File: src/rtl/cfairq_pkg.sv
// Shared constants, field layouts and types of the charger fault alarm block
package cfairq_pkg;

  // Register offsets on the serial register port
  localparam logic [7:0] CFAIRQ_OFS_EVT_GATE   = 8'h0f; // event_irq_gate
  localparam logic [7:0] CFAIRQ_OFS_FLT_LIVE   = 8'h10; // fault_live_state
  localparam logic [7:0] CFAIRQ_OFS_FLT_LATCH  = 8'h11; // fault_latched_events
  localparam logic [7:0] CFAIRQ_OFS_FLT_GATE   = 8'h12; // fault_irq_gate

  // Values after reset and read-back of unmapped offsets
  localparam logic [7:0] CFAIRQ_RST_GATE       = 8'h00;
  localparam logic [7:0] CFAIRQ_RST_FLAGS      = 8'h00;
  localparam logic [7:0] CFAIRQ_RD_UNMAPPED    = 8'h00;
  localparam logic [7:0] CFAIRQ_RST_PTR        = 8'h00;

  // Serial slave address; value is arbitrary
  localparam logic [6:0] CFAIRQ_DEV_ADDR       = 7'h2a;

  // Bit counts of the serial byte engine
  localparam logic [3:0] CFAIRQ_BITS_PER_BYTE  = 4'h8;
  localparam logic [3:0] CFAIRQ_CNT_CLEAR      = 4'h0;
  localparam logic [3:0] CFAIRQ_CNT_FIRST_TX   = 4'h1;

  // Fault source bits, msb first; gate bits use the same order
  typedef struct packed {
    logic batt_overvolt;          // Bit 7
    logic batt_overcurr;          // Bit 6
    logic bus_overvolt;           // Bit 5
    logic bus_overcurr;           // Bit 4
    logic temp_sense_near_limit;  // Bit 3
    logic cell_temp_fault;        // Bit 2
    logic connector_temp_fault;   // Bit 1
    logic die_heat;               // Bit 0
  } cfairq_flt_t;

  // Alarm and insertion event bits, msb first
  typedef struct packed {
    logic batt_overvolt_alarm;    // Bit 7
    logic batt_overcurr_alarm;    // Bit 6
    logic bus_overvolt_alarm;     // Bit 5
    logic bus_overcurr_alarm;     // Bit 4
    logic batt_undercurr_alarm;   // Bit 3
    logic supply_attach;          // Bit 2
    logic cell_attach;            // Bit 1
    logic conv_done;              // Bit 0
  } cfairq_evt_t;

  // Serial slave byte engine states
  typedef enum logic [3:0] {
    CFAIRQ_ST_IDLE  = 4'b0000,
    CFAIRQ_ST_ADDR  = 4'b0001,
    CFAIRQ_ST_AACK  = 4'b0010,
    CFAIRQ_ST_PTR   = 4'b0011,
    CFAIRQ_ST_PACK  = 4'b0100,
    CFAIRQ_ST_WDAT  = 4'b0101,
    CFAIRQ_ST_WACK  = 4'b0110,
    CFAIRQ_ST_RDAT  = 4'b0111,
    CFAIRQ_ST_RACK  = 4'b1000
  } cfairq_state_t;

endpackage

File: src/rtl/cfairq_top.sv
// Charger fault and alarm interrupt logic behind a serial register port
`timescale 1ns/100ps
module cfairq_top #(
  parameter logic [6:0] DEV_ADDR = cfairq_pkg::CFAIRQ_DEV_ADDR
) (
  // Clock and reset
  input  wire logic                     clk_sys,
  input  wire logic                     nrst,
  // Serial register port pins
  input  wire logic                     scl_in,
  input  wire logic                     sda_in,
  output logic                          sda_out,
  output logic                          sda_oe_n,
  // Register reset command, one-cycle pulse
  input  wire logic                     reg_rst_req,
  // Fault comparator levels, asynchronous
  input  wire cfairq_pkg::cfairq_flt_t  fault_raw,
  // Alarm and insertion events, one-cycle pulses
  input  wire cfairq_pkg::cfairq_evt_t  evt_pulse,
  // Clear of pending events by the event flag reader
  input  wire logic                     evt_clr_en,
  input  wire cfairq_pkg::cfairq_evt_t  evt_clr_bits,
  // Interrupt line, active low
  output logic                          irq_n
);

  import cfairq_pkg::*;

  // Synchronised pins and fault levels
  logic [1:0]    pins_n_s;        // {scl, sda} inverted, after two flops
  logic          scl_s;           // Clean clock line
  logic          sda_s;           // Clean data line
  cfairq_flt_t   flt_live;        // Present fault conditions
  logic          scl_prev_ff;     // Clock line one cycle ago
  logic          sda_prev_ff;     // Data line one cycle ago

  // Line events
  logic          scl_rise;        // Clock rising edge
  logic          scl_fall;        // Clock falling edge
  logic          bus_start;       // Start or repeated start
  logic          bus_stop;        // Stop condition

  // Byte engine state
  cfairq_state_t state_ff;        // Engine state
  cfairq_state_t nxt_state;
  logic [3:0]    cnt_ff;          // Bits moved in this byte
  logic [3:0]    nxt_cnt;
  logic [7:0]    shift_ff;        // Serial shift register
  logic [7:0]    nxt_shift;
  logic [7:0]    ptr_ff;          // Register pointer
  logic [7:0]    nxt_ptr;
  logic          rnw_ff;          // Read transfer selected
  logic          nxt_rnw;
  logic          pull_ff;         // Pulling data line low
  logic          nxt_pull;
  logic          mnack_ff;        // Master declined next byte
  logic          nxt_mnack;
  logic          wr_en;           // Write byte strobe
  logic          rd_load;         // Read byte fetched

  // Register file
  cfairq_evt_t   evt_gate_ff;     // event_irq_gate
  cfairq_evt_t   nxt_evt_gate;
  cfairq_flt_t   flt_gate_ff;     // fault_irq_gate
  cfairq_flt_t   nxt_flt_gate;
  logic [7:0]    flt_latched;     // fault_latched_events
  logic [7:0]    evt_pend;        // Pending alarm events
  logic [7:0]    rd_data;         // Read mux output
  logic          flt_rd_clr;      // Latched faults read
  logic          irq_n_ff;        // Registered interrupt line
  logic          irq_req;         // Some unmasked flag set

  // Pins cross inverted, so the flops reset to the idle-high level
  cfairq_sync #(
    .W (2)
  ) u_pin_sync (
    .clk_sys (clk_sys),
    .nrst    (nrst),
    .d       (~{scl_in, sda_in}),
    .q       (pins_n_s)
  );

  // Live faults, unlatched, after two flops
  cfairq_sync #(
    .W (8)
  ) u_flt_sync (
    .clk_sys (clk_sys),
    .nrst    (nrst),
    .d       (fault_raw),
    .q       (flt_live)
  );

  assign scl_s = ~pins_n_s[1];
  assign sda_s = ~pins_n_s[0];

  // Previous line levels, idle lines are high
  always_ff @(posedge clk_sys or negedge nrst) begin
    if (!nrst) begin
      scl_prev_ff <= 1'b1;
      sda_prev_ff <= 1'b1;
    end else begin
      scl_prev_ff <= scl_s;
      sda_prev_ff <= sda_s;
    end
  end

  // Edge and condition decode on clean lines
  assign scl_rise  = scl_s & ~scl_prev_ff;
  assign scl_fall  = ~scl_s & scl_prev_ff;
  assign bus_start = scl_s & scl_prev_ff & sda_prev_ff & ~sda_s;
  assign bus_stop  = scl_s & scl_prev_ff & ~sda_prev_ff & sda_s;

  // Read mux; unmapped offsets read zero
  assign rd_data =
    (ptr_ff == CFAIRQ_OFS_EVT_GATE)  ? evt_gate_ff :
    (ptr_ff == CFAIRQ_OFS_FLT_LIVE)  ? flt_live    :
    (ptr_ff == CFAIRQ_OFS_FLT_LATCH) ? flt_latched :
    (ptr_ff == CFAIRQ_OFS_FLT_GATE)  ? flt_gate_ff :
    CFAIRQ_RD_UNMAPPED;

  // Fetching the latched byte clears exactly what was sent
  assign flt_rd_clr = rd_load & (ptr_ff == CFAIRQ_OFS_FLT_LATCH);

  // Byte engine: address, pointer, write and read phases
  always_comb begin
    nxt_state = state_ff;
    nxt_cnt   = cnt_ff;
    nxt_shift = shift_ff;
    nxt_ptr   = ptr_ff;
    nxt_rnw   = rnw_ff;
    nxt_pull  = pull_ff;
    nxt_mnack = mnack_ff;
    wr_en     = 1'b0;
    rd_load   = 1'b0;
    if (bus_start) begin
      // Start restarts the address phase anywhere
      nxt_state = CFAIRQ_ST_ADDR;
      nxt_cnt   = CFAIRQ_CNT_CLEAR;
      nxt_pull  = 1'b0;
    end else if (bus_stop) begin
      // Stop frees the line
      nxt_state = CFAIRQ_ST_IDLE;
      nxt_pull  = 1'b0;
    end else begin
      case (state_ff)
        CFAIRQ_ST_IDLE: begin
          nxt_pull = 1'b0;
        end
        CFAIRQ_ST_ADDR, CFAIRQ_ST_PTR, CFAIRQ_ST_WDAT: begin
          if (scl_rise) begin
            // Sample a bit, msb first
            nxt_shift = {shift_ff[6:0], sda_s};
            nxt_cnt   = cnt_ff + 4'h1;
          end else if (scl_fall && cnt_ff == CFAIRQ_BITS_PER_BYTE) begin
            nxt_cnt = CFAIRQ_CNT_CLEAR;
            if (state_ff == CFAIRQ_ST_ADDR) begin
              // Answer only our own address
              if (shift_ff[7:1] == DEV_ADDR) begin
                nxt_rnw   = shift_ff[0];
                nxt_pull  = 1'b1;
                nxt_state = CFAIRQ_ST_AACK;
              end else begin
                nxt_state = CFAIRQ_ST_IDLE;
              end
            end else if (state_ff == CFAIRQ_ST_PTR) begin
              nxt_ptr   = shift_ff;
              nxt_pull  = 1'b1;
              nxt_state = CFAIRQ_ST_PACK;
            end else begin
              // Data byte goes to the pointed register
              wr_en     = 1'b1;
              nxt_ptr   = ptr_ff + 8'h01;
              nxt_pull  = 1'b1;
              nxt_state = CFAIRQ_ST_WACK;
            end
          end
        end
        CFAIRQ_ST_AACK: begin
          if (scl_fall) begin
            if (rnw_ff) begin
              // First read byte, msb driven at once
              rd_load   = 1'b1;
              nxt_shift = {rd_data[6:0], 1'b0};
              nxt_pull  = ~rd_data[7];
              nxt_ptr   = ptr_ff + 8'h01;
              nxt_cnt   = CFAIRQ_CNT_FIRST_TX;
              nxt_state = CFAIRQ_ST_RDAT;
            end else begin
              nxt_pull  = 1'b0;
              nxt_state = CFAIRQ_ST_PTR;
            end
          end
        end
        CFAIRQ_ST_PACK, CFAIRQ_ST_WACK: begin
          if (scl_fall) begin
            nxt_pull  = 1'b0;
            nxt_state = CFAIRQ_ST_WDAT;
          end
        end
        CFAIRQ_ST_RDAT: begin
          if (scl_fall) begin
            if (cnt_ff == CFAIRQ_BITS_PER_BYTE) begin
              // Release for the master's answer
              nxt_pull  = 1'b0;
              nxt_state = CFAIRQ_ST_RACK;
            end else begin
              nxt_pull  = ~shift_ff[7];
              nxt_shift = {shift_ff[6:0], 1'b0};
              nxt_cnt   = cnt_ff + 4'h1;
            end
          end
        end
        CFAIRQ_ST_RACK: begin
          if (scl_rise) begin
            nxt_mnack = sda_s;
          end else if (scl_fall) begin
            if (mnack_ff) begin
              nxt_state = CFAIRQ_ST_IDLE;
            end else begin
              // Next byte from the next offset
              rd_load   = 1'b1;
              nxt_shift = {rd_data[6:0], 1'b0};
              nxt_pull  = ~rd_data[7];
              nxt_ptr   = ptr_ff + 8'h01;
              nxt_cnt   = CFAIRQ_CNT_FIRST_TX;
              nxt_state = CFAIRQ_ST_RDAT;
            end
          end
        end
        default: begin
          nxt_state = CFAIRQ_ST_IDLE;
          nxt_pull  = 1'b0;
        end
      endcase
    end
  end

  // Byte engine registers
  always_ff @(posedge clk_sys or negedge nrst) begin
    if (!nrst) begin
      state_ff <= CFAIRQ_ST_IDLE;
      cnt_ff   <= CFAIRQ_CNT_CLEAR;
      shift_ff <= 8'h00;
      ptr_ff   <= CFAIRQ_RST_PTR;
      rnw_ff   <= 1'b0;
      pull_ff  <= 1'b0;
      mnack_ff <= 1'b0;
    end else begin
      state_ff <= nxt_state;
      cnt_ff   <= nxt_cnt;
      shift_ff <= nxt_shift;
      ptr_ff   <= nxt_ptr;
      rnw_ff   <= nxt_rnw;
      pull_ff  <= nxt_pull;
      mnack_ff <= nxt_mnack;
    end
  end

  // Open-drain data line: only ever pulled low
  assign sda_out  = 1'b0;
  assign sda_oe_n = ~pull_ff;

  // Gate registers: writable, cleared by the register reset command
  assign nxt_evt_gate =
    reg_rst_req ? CFAIRQ_RST_GATE :
    (wr_en && ptr_ff == CFAIRQ_OFS_EVT_GATE) ? shift_ff :
    evt_gate_ff;
  assign nxt_flt_gate =
    reg_rst_req ? CFAIRQ_RST_GATE :
    (wr_en && ptr_ff == CFAIRQ_OFS_FLT_GATE) ? shift_ff :
    flt_gate_ff;

  // Gate storage
  always_ff @(posedge clk_sys or negedge nrst) begin
    if (!nrst) begin
      evt_gate_ff <= CFAIRQ_RST_GATE;
      flt_gate_ff <= CFAIRQ_RST_GATE;
    end else begin
      evt_gate_ff <= nxt_evt_gate;
      flt_gate_ff <= nxt_flt_gate;
    end
  end

  // Latched faults: set while a fault is present, cleared by a read
  cfairq_sticky #(
    .W (8)
  ) u_flt_latch (
    .clk_sys  (clk_sys),
    .nrst     (nrst),
    .set_bits (flt_live),
    .clr_en   (flt_rd_clr),
    .clr_bits (rd_data),
    .flags    (flt_latched)
  );

  // Pending alarm and insertion events until their reader clears them
  cfairq_sticky #(
    .W (8)
  ) u_evt_pend (
    .clk_sys  (clk_sys),
    .nrst     (nrst),
    .set_bits (evt_pulse),
    .clr_en   (evt_clr_en),
    .clr_bits (evt_clr_bits),
    .flags    (evt_pend)
  );

  // Each gate bit masks only its own source, same bit order
  assign irq_req = |(evt_pend & ~evt_gate_ff)
                 | |(flt_latched & ~flt_gate_ff);

  // Interrupt line, low while an unmasked flag is held
  always_ff @(posedge clk_sys or negedge nrst) begin
    if (!nrst) begin
      irq_n_ff <= 1'b1;
    end else begin
      irq_n_ff <= ~irq_req;
    end
  end

  assign irq_n = irq_n_ff;

endmodule

File: src/rtl/cfairq_sync.sv
// Two flip-flop synchroniser for asynchronous level inputs
`timescale 1ns/100ps
module cfairq_sync #(
  parameter int W = 1
) (
  // Clock and reset
  input  wire logic         clk_sys,
  input  wire logic         nrst,
  // Asynchronous in, synchronised out
  input  wire logic [W-1:0] d,
  output logic      [W-1:0] q
);

  logic [W-1:0] stage1_ff; // Only read by stage2_ff
  logic [W-1:0] stage2_ff; // Safe to use

  // Two stages; first stage feeds nothing but the second
  always_ff @(posedge clk_sys or negedge nrst) begin
    if (!nrst) begin
      stage1_ff <= '0;
      stage2_ff <= '0;
    end else begin
      stage1_ff <= d;
      stage2_ff <= stage1_ff;
    end
  end

  assign q = stage2_ff;

endmodule

File: src/rtl/cfairq_sticky.sv
// Sticky flag bank: set by events, cleared selectively, set wins
`timescale 1ns/100ps
module cfairq_sticky #(
  parameter int W = 8
) (
  // Clock and reset
  input  wire logic         clk_sys,
  input  wire logic         nrst,
  // Set and clear
  input  wire logic [W-1:0] set_bits,
  input  wire logic         clr_en,
  input  wire logic [W-1:0] clr_bits,
  // Held flags
  output logic      [W-1:0] flags
);

  logic [W-1:0] flags_ff;     // Held flags
  logic [W-1:0] nxt_flags;    // Next flags
  logic [W-1:0] clr_mask;     // Bits cleared this cycle

  // Clear only what was asked; a set in the same cycle survives
  assign clr_mask  = clr_en ? clr_bits : '0;
  assign nxt_flags = set_bits | (flags_ff & ~clr_mask);

  // Flag storage
  always_ff @(posedge clk_sys or negedge nrst) begin
    if (!nrst) begin
      flags_ff <= '0;
    end else begin
      flags_ff <= nxt_flags;
    end
  end

  assign flags = flags_ff;

endmodule

File: config.mk
export PLATFORM = sky130hd
export DESIGN_NAME = cfairq_top
export DESIGN_NICKNAME = d
export VERILOG_FILES = /design/src/rtl/cfairq_pkg.sv /design/src/rtl/cfairq_top.sv /design/src/rtl/cfairq_sync.sv /design/src/rtl/cfairq_sticky.sv
export SDC_FILE = /design/constraint.sdc
export NUM_CORES = 1
export LEC_CHECK = 0
export BUFFER_PORTS_ARGS = -buffer_cell sky130_fd_sc_hd__clkbuf_2
export CAP_MARGIN = 10
export CORE_MARGIN = 8
export CORE_UTILIZATION = 35
export DETAILED_ROUTE_END_ITERATION = 6
export PLACE_DENSITY = 0.49
export SLEW_MARGIN = 0
export SYNTH_ARGS = -nofsm -noshare
export SYNTH_HDL_FRONTEND = slang
export SYNTH_SLANG_ARGS = --single-unit
File: constraint.sdc
create_clock -name clk_sys -period 3.56 [get_ports clk_sys]
set_input_delay 0.712 -clock clk_sys [delete_from_list [all_inputs] [get_ports clk_sys]]
set_output_delay 0.712 -clock clk_sys [all_outputs]
set_load 0.005 [all_outputs]
; ---- Word level (Yosys, flattened, before mapping)
; Cells that the tools add are included.
[word_totals]
reg_bits = 82
input_bits = 30
out_inout_bits = 3
wordCells = 217
[classes]
addsub = 2
eq_ne = 45
mux = 87
n_bitwise = 31
reduce_logical = 20
[ops]
columns = cell, count
row1 = 8-bit 2-to-1 mux, 27
row2 = 4-bit 2-to-1 mux, 22
row3 = 4-bit inequality test (second input constant), 10
row4 = 8-bit bitwise AND, 4
row5 = 8-bit NOT, 4
row6 = 8-bit one-hot mux with 4 select lines, 1
row7 = 1-bit 2-to-1 mux, 28
row8 = 8-bit by 5-bit == test with 1-bit output (second input constant), 3
row9 = 2-bit inequality test (second input constant), 12
row10 = 3-bit inequality test (second input constant), 8
row11 = 4-bit one-hot mux with 6 select lines, 1
row12 = 8-bit one-hot mux with 3 select lines, 1
row13 = 11-bit AND reduction, 2
row14 = 9-bit AND reduction, 2
row15 = 4-bit by 3-bit == test with 1-bit output (second input constant), 4
row16 = 8-bit OR, 2
row17 = 4-bit one-hot mux with 4 select lines, 1
row18 = 8-bit OR reduction, 2
row19 = 1-bit NOT, 11
row20 = 10-bit AND reduction, 1
row21 = 8-bit by 1-bit adder with 8-bit output (second input constant), 1
row22 = 1-bit bitwise AND, 8
row23 = 4-bit by 2-bit == test with 1-bit output (second input constant), 2
row24 = 4-bit == test (second input constant), 2
row25 = 21 further kinds, 26

; ---- Longest topological paths before layout
; Gate-level depths: netlist of run 1.
[depth]
ltp_word = 12
ltp_mapped = 9
ltp_nobuf = 8

; ---- Modules after synthesis
; Synthesis of run 1 repeated with hierarchy kept, for this count alone.
[unflattened]
cells_unflattened = 441
area_unflattened_um2 = 4239.1
[by_module_without_submodules]
columns = mod, instances, cells_each, area_per_inst_um2, seq_area_each_um2
row1 = cfairq_top, 1, 371, 3143.0, 1154.9
row2 = cfairq_sticky, 2, 25, 297.8, 200.2
row3 = cfairq_sync at u_flt_sync, 1, 16, 400.4, 400.4
row4 = cfairq_sync at u_pin_sync, 1, 4, 100.1, 100.1

; ---- Worst setup path after synthesis of run 1
; No wires, ideal clock.
[synth_path]
path_kind = reg-to-reg
startpoint = register scl_prev_ff
endpoint = register cnt_ff[0]
setup_ps = 125
arrival_time_ps = 1824
required_ps = 3435
slack_ps = 1611
stages_incl_launch_ff = 8
path_buffers = 1
period_less_slack_ps = 1949
path_cell_list = dfstp_2 buf_2 nand2_1 nor2_1 o2bb2ai_2 nor4_4 nor2_2 mux2_4
[synth_between]
elab_chain_len = 6
elab_cells_between_ends = 24
classes_between = eq/ne: 9 / mux: 4 / bitwise: 8 / reduce/logical: 3
[synth_lines]
columns = item, line
row1 = start: declaration, cfairq_top.sv:34  ; logic scl_prev_ff;
row2 = start signal: assignment, cfairq_top.sv:102  ; scl_prev_ff <= scl_s;
row3 = branches (longest 6 deep; another with 10-bit AND reduction), --
row4 = end signal: assignment, cfairq_top.sv:250  ; cnt_ff <= nxt_cnt;
row5 = end: declaration, cfairq_top.sv:46  ; logic [3:0] cnt_ff;
; Several ways; the timed one is not identified. The select of a mux whose other input is x is not followed.
; A chain may end at the register's enable or synchronous reset.

; ---- Worst setup path in the final report of run 1
[layout_path]
startpoint = register state_ff[3]
endpoint = register shift_ff[7]
[layout_between]
elab_chain_len = 4
elab_cells_between_ends = 18
classes_between = eq/ne: 14 / mux: 1 / reduce/logical: 3
[layout_lines]
columns = item, line
row1 = start: declaration, cfairq_top.sv:44  ; cfairq_state_t state_ff;
row2 = start signal: assignment, cfairq_top.sv:249  ; state_ff <= nxt_state;
row3 = "4-bit by 1-bit == test with 1-bit output, or another cell as far along", cfairq_top.sv:145  ; case (state_ff)
row4 = 3-bit OR reduction, cfairq_top.sv:145
row5 = 4-bit nonzero test (no line) or 2-bit inequality test (tied branches), --
row6 = 11-bit AND reduction (no line), --
row7 = end signal: assignment, cfairq_top.sv:251  ; shift_ff <= nxt_shift;
row8 = end: declaration, cfairq_top.sv:48  ; logic [7:0] shift_ff;
; Parallel ways exist; a longest one is shown, timed or not.

==> flow_metrics.tcl, run 1 <==
set metrics [dict create \
    die_x_um 125.8 \
    rows 40 \
    synth-async-reset-ratio 1.000 \
    clk_pin_slew_ns 0.06 \
    die_h_um 125.8 \
    io_buffers 31 \
    status "complete, no violations" \
    critPathCaptureType "register" \
    worst_hold_slack_ns 0.3434 \
    netlist.area_leader.share 0.4688 \
    place_congestion 0.8360 \
    syn_inst 426 \
    synth_edf_count 0 \
    hold_violations 0 \
    cts_resized 0 \
    die_area_um2 15820 \
    worstSkewPairLatency_ns 0.34 \
    antenna_found_initial 0 \
    grt_overflow 0 \
    setup_violations 0 \
    maxCapViolations 0 \
    crit_required_ns 3.84 \
    grt_usage 0.1401 \
    grt_max_degree 55 \
    area_growth_pct 13.23 \
    fin_cells 601 \
    postPlaceCellArea_um2 4476 \
    worstSetupStartpointType "register" \
    yosysWarnings 0 \
    fin_area_um2 4775 \
    vias 3241 \
    avgSynthCellArea_um2 9.898 \
    ios 33 \
    synth_area_leader_cell "dfrtp_1" \
    worstMarginPinSlew_ns 0.7993 \
    pwr_density_cell_nw_per_um2 516.0 \
    synthFlopType "dfrtp_1" \
    hold_class "reg -> reg" \
    core_area_um2 11910 \
    relSlewSlack 0.4671 \
    synth_commonest_cells "dfrtp_1 (79), nand2_1 (42), inv_1 (31)" \
    first_global_vias 3245 \
    nFillCells 1196 \
    cts_setup_buffers 0 \
    drive_above_1_share 0.1608 \
    synth_seq_area_share 0.4875 \
    clock_sinks 82 \
    num_antenna_cells 0 \
    dp_hpwl_um 7464 \
    total_power_mw 2.464 \
    power_leakage_nw 2.070 \
    register_area_um2 2056 \
    ctsHoldBuffers 0 \
    synth.area.top_cells "dfrtp_1 (47%), nand2_1 (3.7%), a22o_1 (3.3%)" \
    finalClockSkew_ns 0.006538 \
    syn_area_um2 4217 \
    synth.distinct_cells 65 \
    arrival_ns 2.88 \
    multi_input_comb_area_um2 1939 \
    placed_cells 585 \
    drtAntennaViolNets 0 \
    max_freq_mhz 384.9 \
    peakVddDrop_mv 0.3284 \
    synth.net_count 462 \
    ys_seq_elements 82 \
    cts_max_path_buffers 2 \
    drt-initial-drc-count 196 \
    cts.root.buffer_cell "clkbuf_16" \
    final_nets 485 \
    drt-wirelength-per-cell_um 17.41 \
    drv_slew 0 \
    vias_per_cell 5.393 \
    drc 0 \
    final.setup.tns_ns 0 \
    drt-pass1-iter-count 4 \
    tritoncts "built" \
    routed_wl_um 10460 \
    cp_max_fo 22 \
    rsz0062_at_grt "false" \
    min_period_ns 2.598 \
    synth_most_common_cell "dfrtp_1" \
    fin_crit_sh 0.7299 \
    critPathKind "reg -> reg" \
    htree_levels 3 \
    initial_core_util 0.3540 \
    grt_pass1_wl_um 17720 \
    cts_buffers 9 \
]
[cells in the final DEF, fill, tap and decap left out, types with 4 or more instances in the layout]
| cell type | n |
|---|---|
| inv_1 | 31 |
| a22oi_1 | 6 |
| nand3_1 | 7 |
| o22a_1 | 8 |
| a21o_1 | 11 |
| dfrtp_1 | 79 |
| a211oi_1 | 4 |
| nand2b_1 | 20 |
| clkbuf_2 | 30 |
| a221o_1 | 6 |
| nand2_1 | 42 |
| a21oi_1 | 18 |
| o21ai_0 | 26 |
| nor2b_1 | 5 |
| ha_1 | 6 |
| o22ai_1 | 7 |
| buf_4 | 4 |
| a22o_1 | 16 |
| mux2_2 | 4 |
| o21ai_1 | 10 |
| a32oi_1 | 6 |
| clkbuf_16 | 9 |
| nor2_1 | 24 |
[power by group]
part           internal, mW  total [mW]  switching [mW]
Combinational         0.166       0.391           0.225
Clock                 0.563       0.937           0.374
Sequential             1.00        1.14           0.132
[per-stage QoR]
step / setup WS (ns) / utilization
after floorplan: 1.611 / -
after global placement: 1.076 / 0.3757
after detailed placement: 0.9829 / 0.3757
after CTS: 0.9622 / 0.4008
after global routing: 0.7879 / 0.4008
final: 0.9617 / 0.4008
[area by class of cell]
class                      instances  area share
clock inverter                     4     0.01101
multi-input combinational        291      0.4062
clock buffer                      12     0.05162
tap                              147     0.03852
inverter                          31     0.02437
timing repair buffer              34     0.03774
sequential                        82      0.4306
[metal layers]
metal / wire [um] / share of wire / vias to the layer above / GRT usage
met5: 0 / 0 / - / 0
met4: 172 / 0.016 / 0 / 0.05662
met1: 5147 / 0.49 / 1555 / 0.1904
met3: 581 / 0.056 / 15 / 0.04388
li1: - / - / 1586 / -
met2: 4562 / 0.44 / 85 / 0.2018
[worst max-delay path: stages, from the launching register on]
cell	delay, ns
dfrtp_1	0.70
or4b_4	0.58
a21oi_1	0.22
nand4b_1	0.50
a211oi_1	0.41
a21o_1	0.12
[cells by family after synthesis]
family,Yosys count,share of synthesized area
flops,82,0.4875
buf+inv,53,0.05252
other cells,1,0.0008894
simple gates,132,0.1733
mux,8,0.02136
xor+xnor,2,0.004155
compound gates,142,0.2424
fa+ha+maj,6,0.01780
[flip-flops by register name, summed over array words and instances (netlist names)]
register	flops
shift_ff	8
u_pin_sync.stage1_ff	2
sda_prev_ff	1
u_flt_sync.stage1_ff	8
mnack_ff	1
u_pin_sync.q	2
irq_n	1
u_flt_sync.q	8
pull_ff	1
flt_gate_ff	8
cnt_ff	4
evt_gate_ff	8
scl_prev_ff	1
u_flt_latch.flags	8
state_ff	4
u_evt_pend.flags	8
ptr_ff	8
rnw_ff	1
[path summary, 6_finish.rpt]
| check | start | to | slack, ns | cells past startpoint |
|---|---|---|---|---|
| hold reg to reg | u_flt_sync.stage1_ff[1] | u_flt_sync.q[1] | 0.34 | 0 |
| min in group asynchronous | nrst | ptr_ff[2] | 0.38 | 2 |
| setup reg to reg | state_ff[3] | shift_ff[7] | 0.96 | 5 |
| hold / removal | u_flt_sync.stage1_ff[1] | u_flt_sync.q[1] | 0.34 | 0 |
| max in group asynchronous | nrst | pull_ff | 2.59 | 2 |
| setup / recovery | state_ff[3] | shift_ff[7] | 0.96 | 5 |
Note: power is estimated with default switching activity, not from simulation.
==> inputs of run 2 (changes only) <==
Settings changed: PLACE_DENSITY 0.49 to 0.51.
Clock period 3.56 ns to 2.12 ns, I/O delays scaled along.
==> run 2 against run 1 <==
Against the previous run: worst hold slack got worse by 0.32 ns; fmax rose by 28%; sequential power grew 61%.
==> flow_metrics.tcl, run 2 (synthesis results as in run 1) <==
set metrics [dict create \
    status "complete, no violations" \
    rows 40 \
    cts.root.buffer_cell "clkbuf_16" \
    drv_slew 0 \
    first_global_vias 3352 \
    final_nets 516 \
    drt-wirelength-per-cell_um 17.11 \
    die_x_um 125.8 \
    io_buffers 31 \
    core_area_um2 11910 \
    num_antenna_cells 0 \
    peakVddDrop_mv 0.4502 \
    met2_usage 0.2095 \
    most-common-layout-cells "dfrtp_1 (78), nand2_1 (42), inv_1 (31)" \
    fin_cells 632 \
    drt-pass1-iter-count 4 \
    critPathCaptureType "register" \
    arrival_ns 2.24 \
    maxCapViolations 0 \
    drc 0 \
    drt-initial-drc-count 223 \
    use_met1 0.1901 \
    vias_per_cell 5.407 \
    cts_setup_buffers 0 \
    grt_pass1_wl_um 17800 \
    die_h_um 125.8 \
    fin_crit_sh 0.9541 \
    ios 33 \
    dp_hpwl_um 7866 \
    rr_startpoint "state_ff[2]" \
    placed_cells 615 \
    worst_hold_slack_ns 0.01846 \
    crit_required_ns 2.34 \
    cp_max_fo 5 \
    postPlaceCellArea_um2 4751 \
    hold_class "in -> async" \
    min_period_ns 2.023 \
    drtAntennaViolNets 0 \
    max_freq_mhz 494.4 \
    clock_sinks 82 \
    tritoncts "built" \
    cts_buffers 9 \
    total_power_mw 4.211 \
    worstMarginPinSlew_ns 0.5794 \
    rsz0062_at_grt "true" \
    antenna_found_initial 0 \
    busiest_layer "met2" \
    grt_max_degree 31 \
    cts_max_path_buffers 2 \
    worstSetupStartpoint "state_ff[2]" \
    clk_pin_slew_ns 0.06 \
    relSlewSlack 0.6137 \
    critPathKind "reg -> reg" \
    worstSetupStartpointType "register" \
    grt_usage 0.1404 \
    post-route-util 0.4305 \
    drive_above_1_share 0.2330 \
    setup_violations 0 \
    finalClockSkew_ns 0.009852 \
    initial_core_util 0.3540 \
    area_growth_pct 21.60 \
    worstSkewPairLatency_ns 0.34 \
    globalRouteMet3Util 0.04051 \
    vias 3417 \
    htree_levels 3 \
    layout_commonest_cell "dfrtp_1" \
    nFillCells 1128 \
    power_leakage_nw 2.266 \
    die_area_um2 15820 \
    hold_violations 0 \
    pwr_density_cell_nw_per_um2 821.2 \
    grt_overflow 0 \
    place_congestion 0.8860 \
    fin_area_um2 5127 \
    routed_wl_um 10820 \
]
[run 2: cell count changes in the layout (fill, tap and decap cells not counted), sizes merged]
cell,before,now
clkinv,0,4
clkbuf,42,41
inv,31,32
clkinvlp,3,0
bufinv,1,0
buf,4,35
[run 2: cell type report]
cell class	count	area [um2]	area share
timing repair buffer	65	464.2	0.09053
inverter	31	116.4	0.02269
tap	147	183.9	0.03587
clock inverter	5	36.28	0.007077
multi-input combinational	291	2017	0.3934
sequential	82	2057	0.4012
clock buffer	11	252.7	0.04929
[run 2: power breakdown]
| group | switching [mW] | leakage (nW) | internal (mW) |
|---|---|---|---|
| Combinational | 0.476 | 1.12 | 0.381 |
| Sequential | 0.152 | 1.00 | 1.69 |
| Clock | 0.653 | 0.146 | 0.862 |
| Total | 1.28 | 2.27 | 2.93 |
[run 2: per-stage QoR]
stage	setup WS [ns]	TNS, ns
finish	0.09738	0
floorplan	0.1708	0
CTS	0.02706	0
global placement	-0.1214	-0.1214
global route	-0.01080	-0.01413
detailed placement	-0.05867	-0.05867
[run 2: layer usage]
metal,wire length (um),share of wire
met1,5172,0.48
met2,4795,0.44
met3,718,0.066
met4,129,0.012
met5,0,0
[run 2: worst paths after layout]
check / end / slack [ns] / depth (start not counted)
max: cnt_ff[0] / 0.1 / 5
min: ptr_ff[5] / 0.02 / 1
max reg2reg: cnt_ff[0] / 0.1 / 5
min reg2reg: u_flt_sync.q[0] / 0.35 / 0
max in group asynchronous: scl_prev_ff / 1.48 / 2
min in group clk_sys: u_flt_sync.stage1_ff[7] / 0.18 / 1
[run 2: what timing repair did]
item,in CTS,in global routing
resized for setup,1,19
endpoints found under the setup margin,1,21
hold endpoints to repair,0,0
cloned,0,1
pin swaps,0,3
hold buffers,0,0
[run 2: worst max-delay path: stages (launching register included)]
cell and delay, ns:
dfrtp_1 0.37, or4b_4 0.59, o2bb2ai_2 0.19, nor4_4 0.35, nor2_4 0.10, mux2_4 0.30
==> inputs of run 3 (changes only) <==
Settings changed: BUFFER_PORTS_ARGS -buffer_cell sky130_fd_sc_hd__clkbuf_2 to default, CORE_UTILIZATION 35 to 50, DONT_BUFFER_PORTS from default to 1, PLACE_DENSITY 0.51 to 0.66, SETUP_SLACK_MARGIN from default to 0.1.
==> run 3 against run 2 <==
Against the previous run: the flow now finishes with violations (hold timing); wire length down 5.3%; global-route usage is 3.5 points higher; die area down 26%; critical endpoint unchanged; final cell count decreased by 11%; critical path type unchanged; total power down 8.4%; clock-buffer cell count decreased by 1.
==> flow_metrics.tcl, run 3 (synthesis results as in run 1) <==
set metrics [dict create \
    io_buffers 0 \
    placed_cells 536 \
    layout_commonest_cell "dfrtp_1" \
    most-common-layout-cells "dfrtp_1 (74), nand2_1 (42), inv_1 (31), buf_4 (31), o21ai_0 (24)" \
    pwr-share-comb 0.205 \
    antenna_found_initial 0 \
    fin_cells 562 \
    min_period_ns 1.997 \
    hold_class "in -> async" \
    routed_wl_um 10240 \
    max_freq_mhz 500.7 \
    rrSetupSlack_ns 0.12 \
    crit_required_ns 2.37 \
    drt-pass1-iter-count 5 \
    tritoncts "built" \
    setup_violations 0 \
    cts_max_path_buffers 2 \
    drive_above_1_share 0.2079 \
    grt_overflow 0 \
    drt-initial-drc-count 214 \
    hold_violations 82 \
    arrival_ns 2.25 \
    final_nets 488 \
    ios 33 \
    clock_sinks 82 \
    worst_slack_ns 0.1229 \
    maxCapViolations 0 \
    num_antenna_cells 0 \
    cp_slowest_cell "dfrtp_2" \
    cts_buffers 9 \
    final.setup.tns_ns 0 \
    finalClockSkew_ns 0.005845 \
    first_global_vias 3228 \
    place_congestion 0.8815 \
    grt_pass1_wl_um 16280 \
    switchingPower_mw 1.224 \
    worst_hold_slack_ns -0.2588 \
    grt_usage 0.1756 \
    die_h_um 107.8 \
    htree_levels 3 \
    violations "hold timing" \
    area_growth_pct 15.70 \
    drtAntennaViolNets 0 \
    worst-path-buf-inv 1 \
    drt-wirelength-per-cell_um 18.23 \
    multi_input_comb_area_um2 2042 \
    vias 3425 \
    rows 33 \
    status "complete, but fails checks" \
    rr_startpoint "state_ff[1]" \
    worstMarginPinSlew_ns 0.6622 \
    crit_family "simple AND/OR/NAND/NOR gates" \
    drv_slew 0 \
    clockPowerShare 0.316 \
    relSlewSlack 0.5585 \
    reg2reg_to "cnt_ff[0]" \
    vias_per_cell 6.094 \
    initial_core_util 0.5132 \
    worstSkewPairLatency_ns 0.37 \
    critPathKind "reg -> reg" \
    drc 0 \
    cp_max_fo 10 \
    power_leakage_nw 2.095 \
    r2r_cells 7 \
    clk_pin_slew_ns 0.09 \
    nFillCells 685 \
    fin_crit_sh 0.9420 \
    pwr_density_cell_nw_per_um2 790.3 \
    dp_slack_ns -0.08517 \
    dp_hpwl_um 6976 \
    internal_power_mw 2.631 \
    die_area_um2 11630 \
    peakVddDrop_mv 0.3897 \
    register_area_um2 2062 \
    rsz0062_at_grt "true" \
    cts.root.buffer_cell "clkbuf_8" \
    switching_share 0.3176 \
    critPathCaptureType "register" \
    core_area_um2 8217 \
    die_x_um 107.8 \
    cp_cell_sequence "buf_12 > nor3b_1 > o21ai_2 > o21ai_4 > nor4_4 > nor2_4 > mux2_4" \
    worstSetupStartpointType "register" \
    grt_max_degree 83 \
    share_seq_of_total_power 0.479 \
    max_stage_delay_ns 0.44 \
    total_power_mw 3.855 \
]
## run 3: changes by cell type in the layout (fill, tap and decap cells not counted), moves of 4 or more
cell	change
clkbuf_16	-8
clkbuf_2	-30
clkbuf_8	+8
dfrtp_1	-4
dfrtp_2	+4
## run 3: power by group through the flow
stage | logic (mW) | registers (mW) | clock network [mW]
finish | 0.790 | 1.85 | 1.22
global placement | 0.678 | 1.88 | 0
CTS | 0.695 | 1.85 | 1.24
detailed placement | 0.692 | 1.88 | 0
floorplan | 0.545 | 1.81 | 0
global route | 0.868 | 1.86 | 1.30
## run 3: layout make-up
class,instances,share of cell area
multi-input combinational,291,0.4186
sequential,82,0.4227
inverter,31,0.02385
timing repair buffer,37,0.06489
clock inverter,6,0.01488
tap,105,0.02693
clock buffer,10,0.02821
## run 3: worst max-delay path by stage
stage,start,end,slack [ns],cells past startpoint
floorplan,scl_prev_ff,cnt_ff[0],0.17,7
global route,cnt_ff[1],state_ff[3],0.04,8
global placement,ptr_ff[0],pull_ff,-0.1,8
finish,state_ff[1],cnt_ff[0],0.12,7
detailed placement,ptr_ff[0],pull_ff,-0.09,8
CTS,ptr_ff[0],pull_ff,0.08,8
## run 3: what timing repair did
| item | 4_1_cts | 5_1_grt |
|---|---|---|
| pin swaps | 0 | 7 |
| setup buffers | 0 | 8 |
| hold endpoints to repair | 82 | 82 |
| cloned | 0 | 2 |
| endpoints found under the setup margin | 15 | 45 |
| gates resized for setup | 4 | 28 |
## run 3: worst reg2reg max path: stages (launching register included)
cell	delay (ns)
dfrtp_2	0.44
buf_12	0.14
nor3b_1	0.14
o21ai_2	0.25
o21ai_4	0.13
nor4_4	0.38
nor2_4	0.09
mux2_4	0.30
## run 3: metrics by stage
stage	util	area (um2)	hold WS (ns)
finish	0.5937	4878	-0.2588
global placement	0.5426	4458	0.1313
CTS	0.5700	4683	-0.2659
floorplan	-	4217	0.1284
detailed placement	0.5426	4458	0.1315
global route	0.5937	4878	-0.2747
## run 3: per-layer routing
metal / vias to the layer above / global-route usage / part of all wire
met4: 0 / 0.08226 / 0.027
met3: 25 / 0.02814 / 0.054
li1: 1588 / - / -
met1: 1684 / 0.2258 / 0.43
met2: 128 / 0.2829 / 0.49
met5: - / 0 / 0
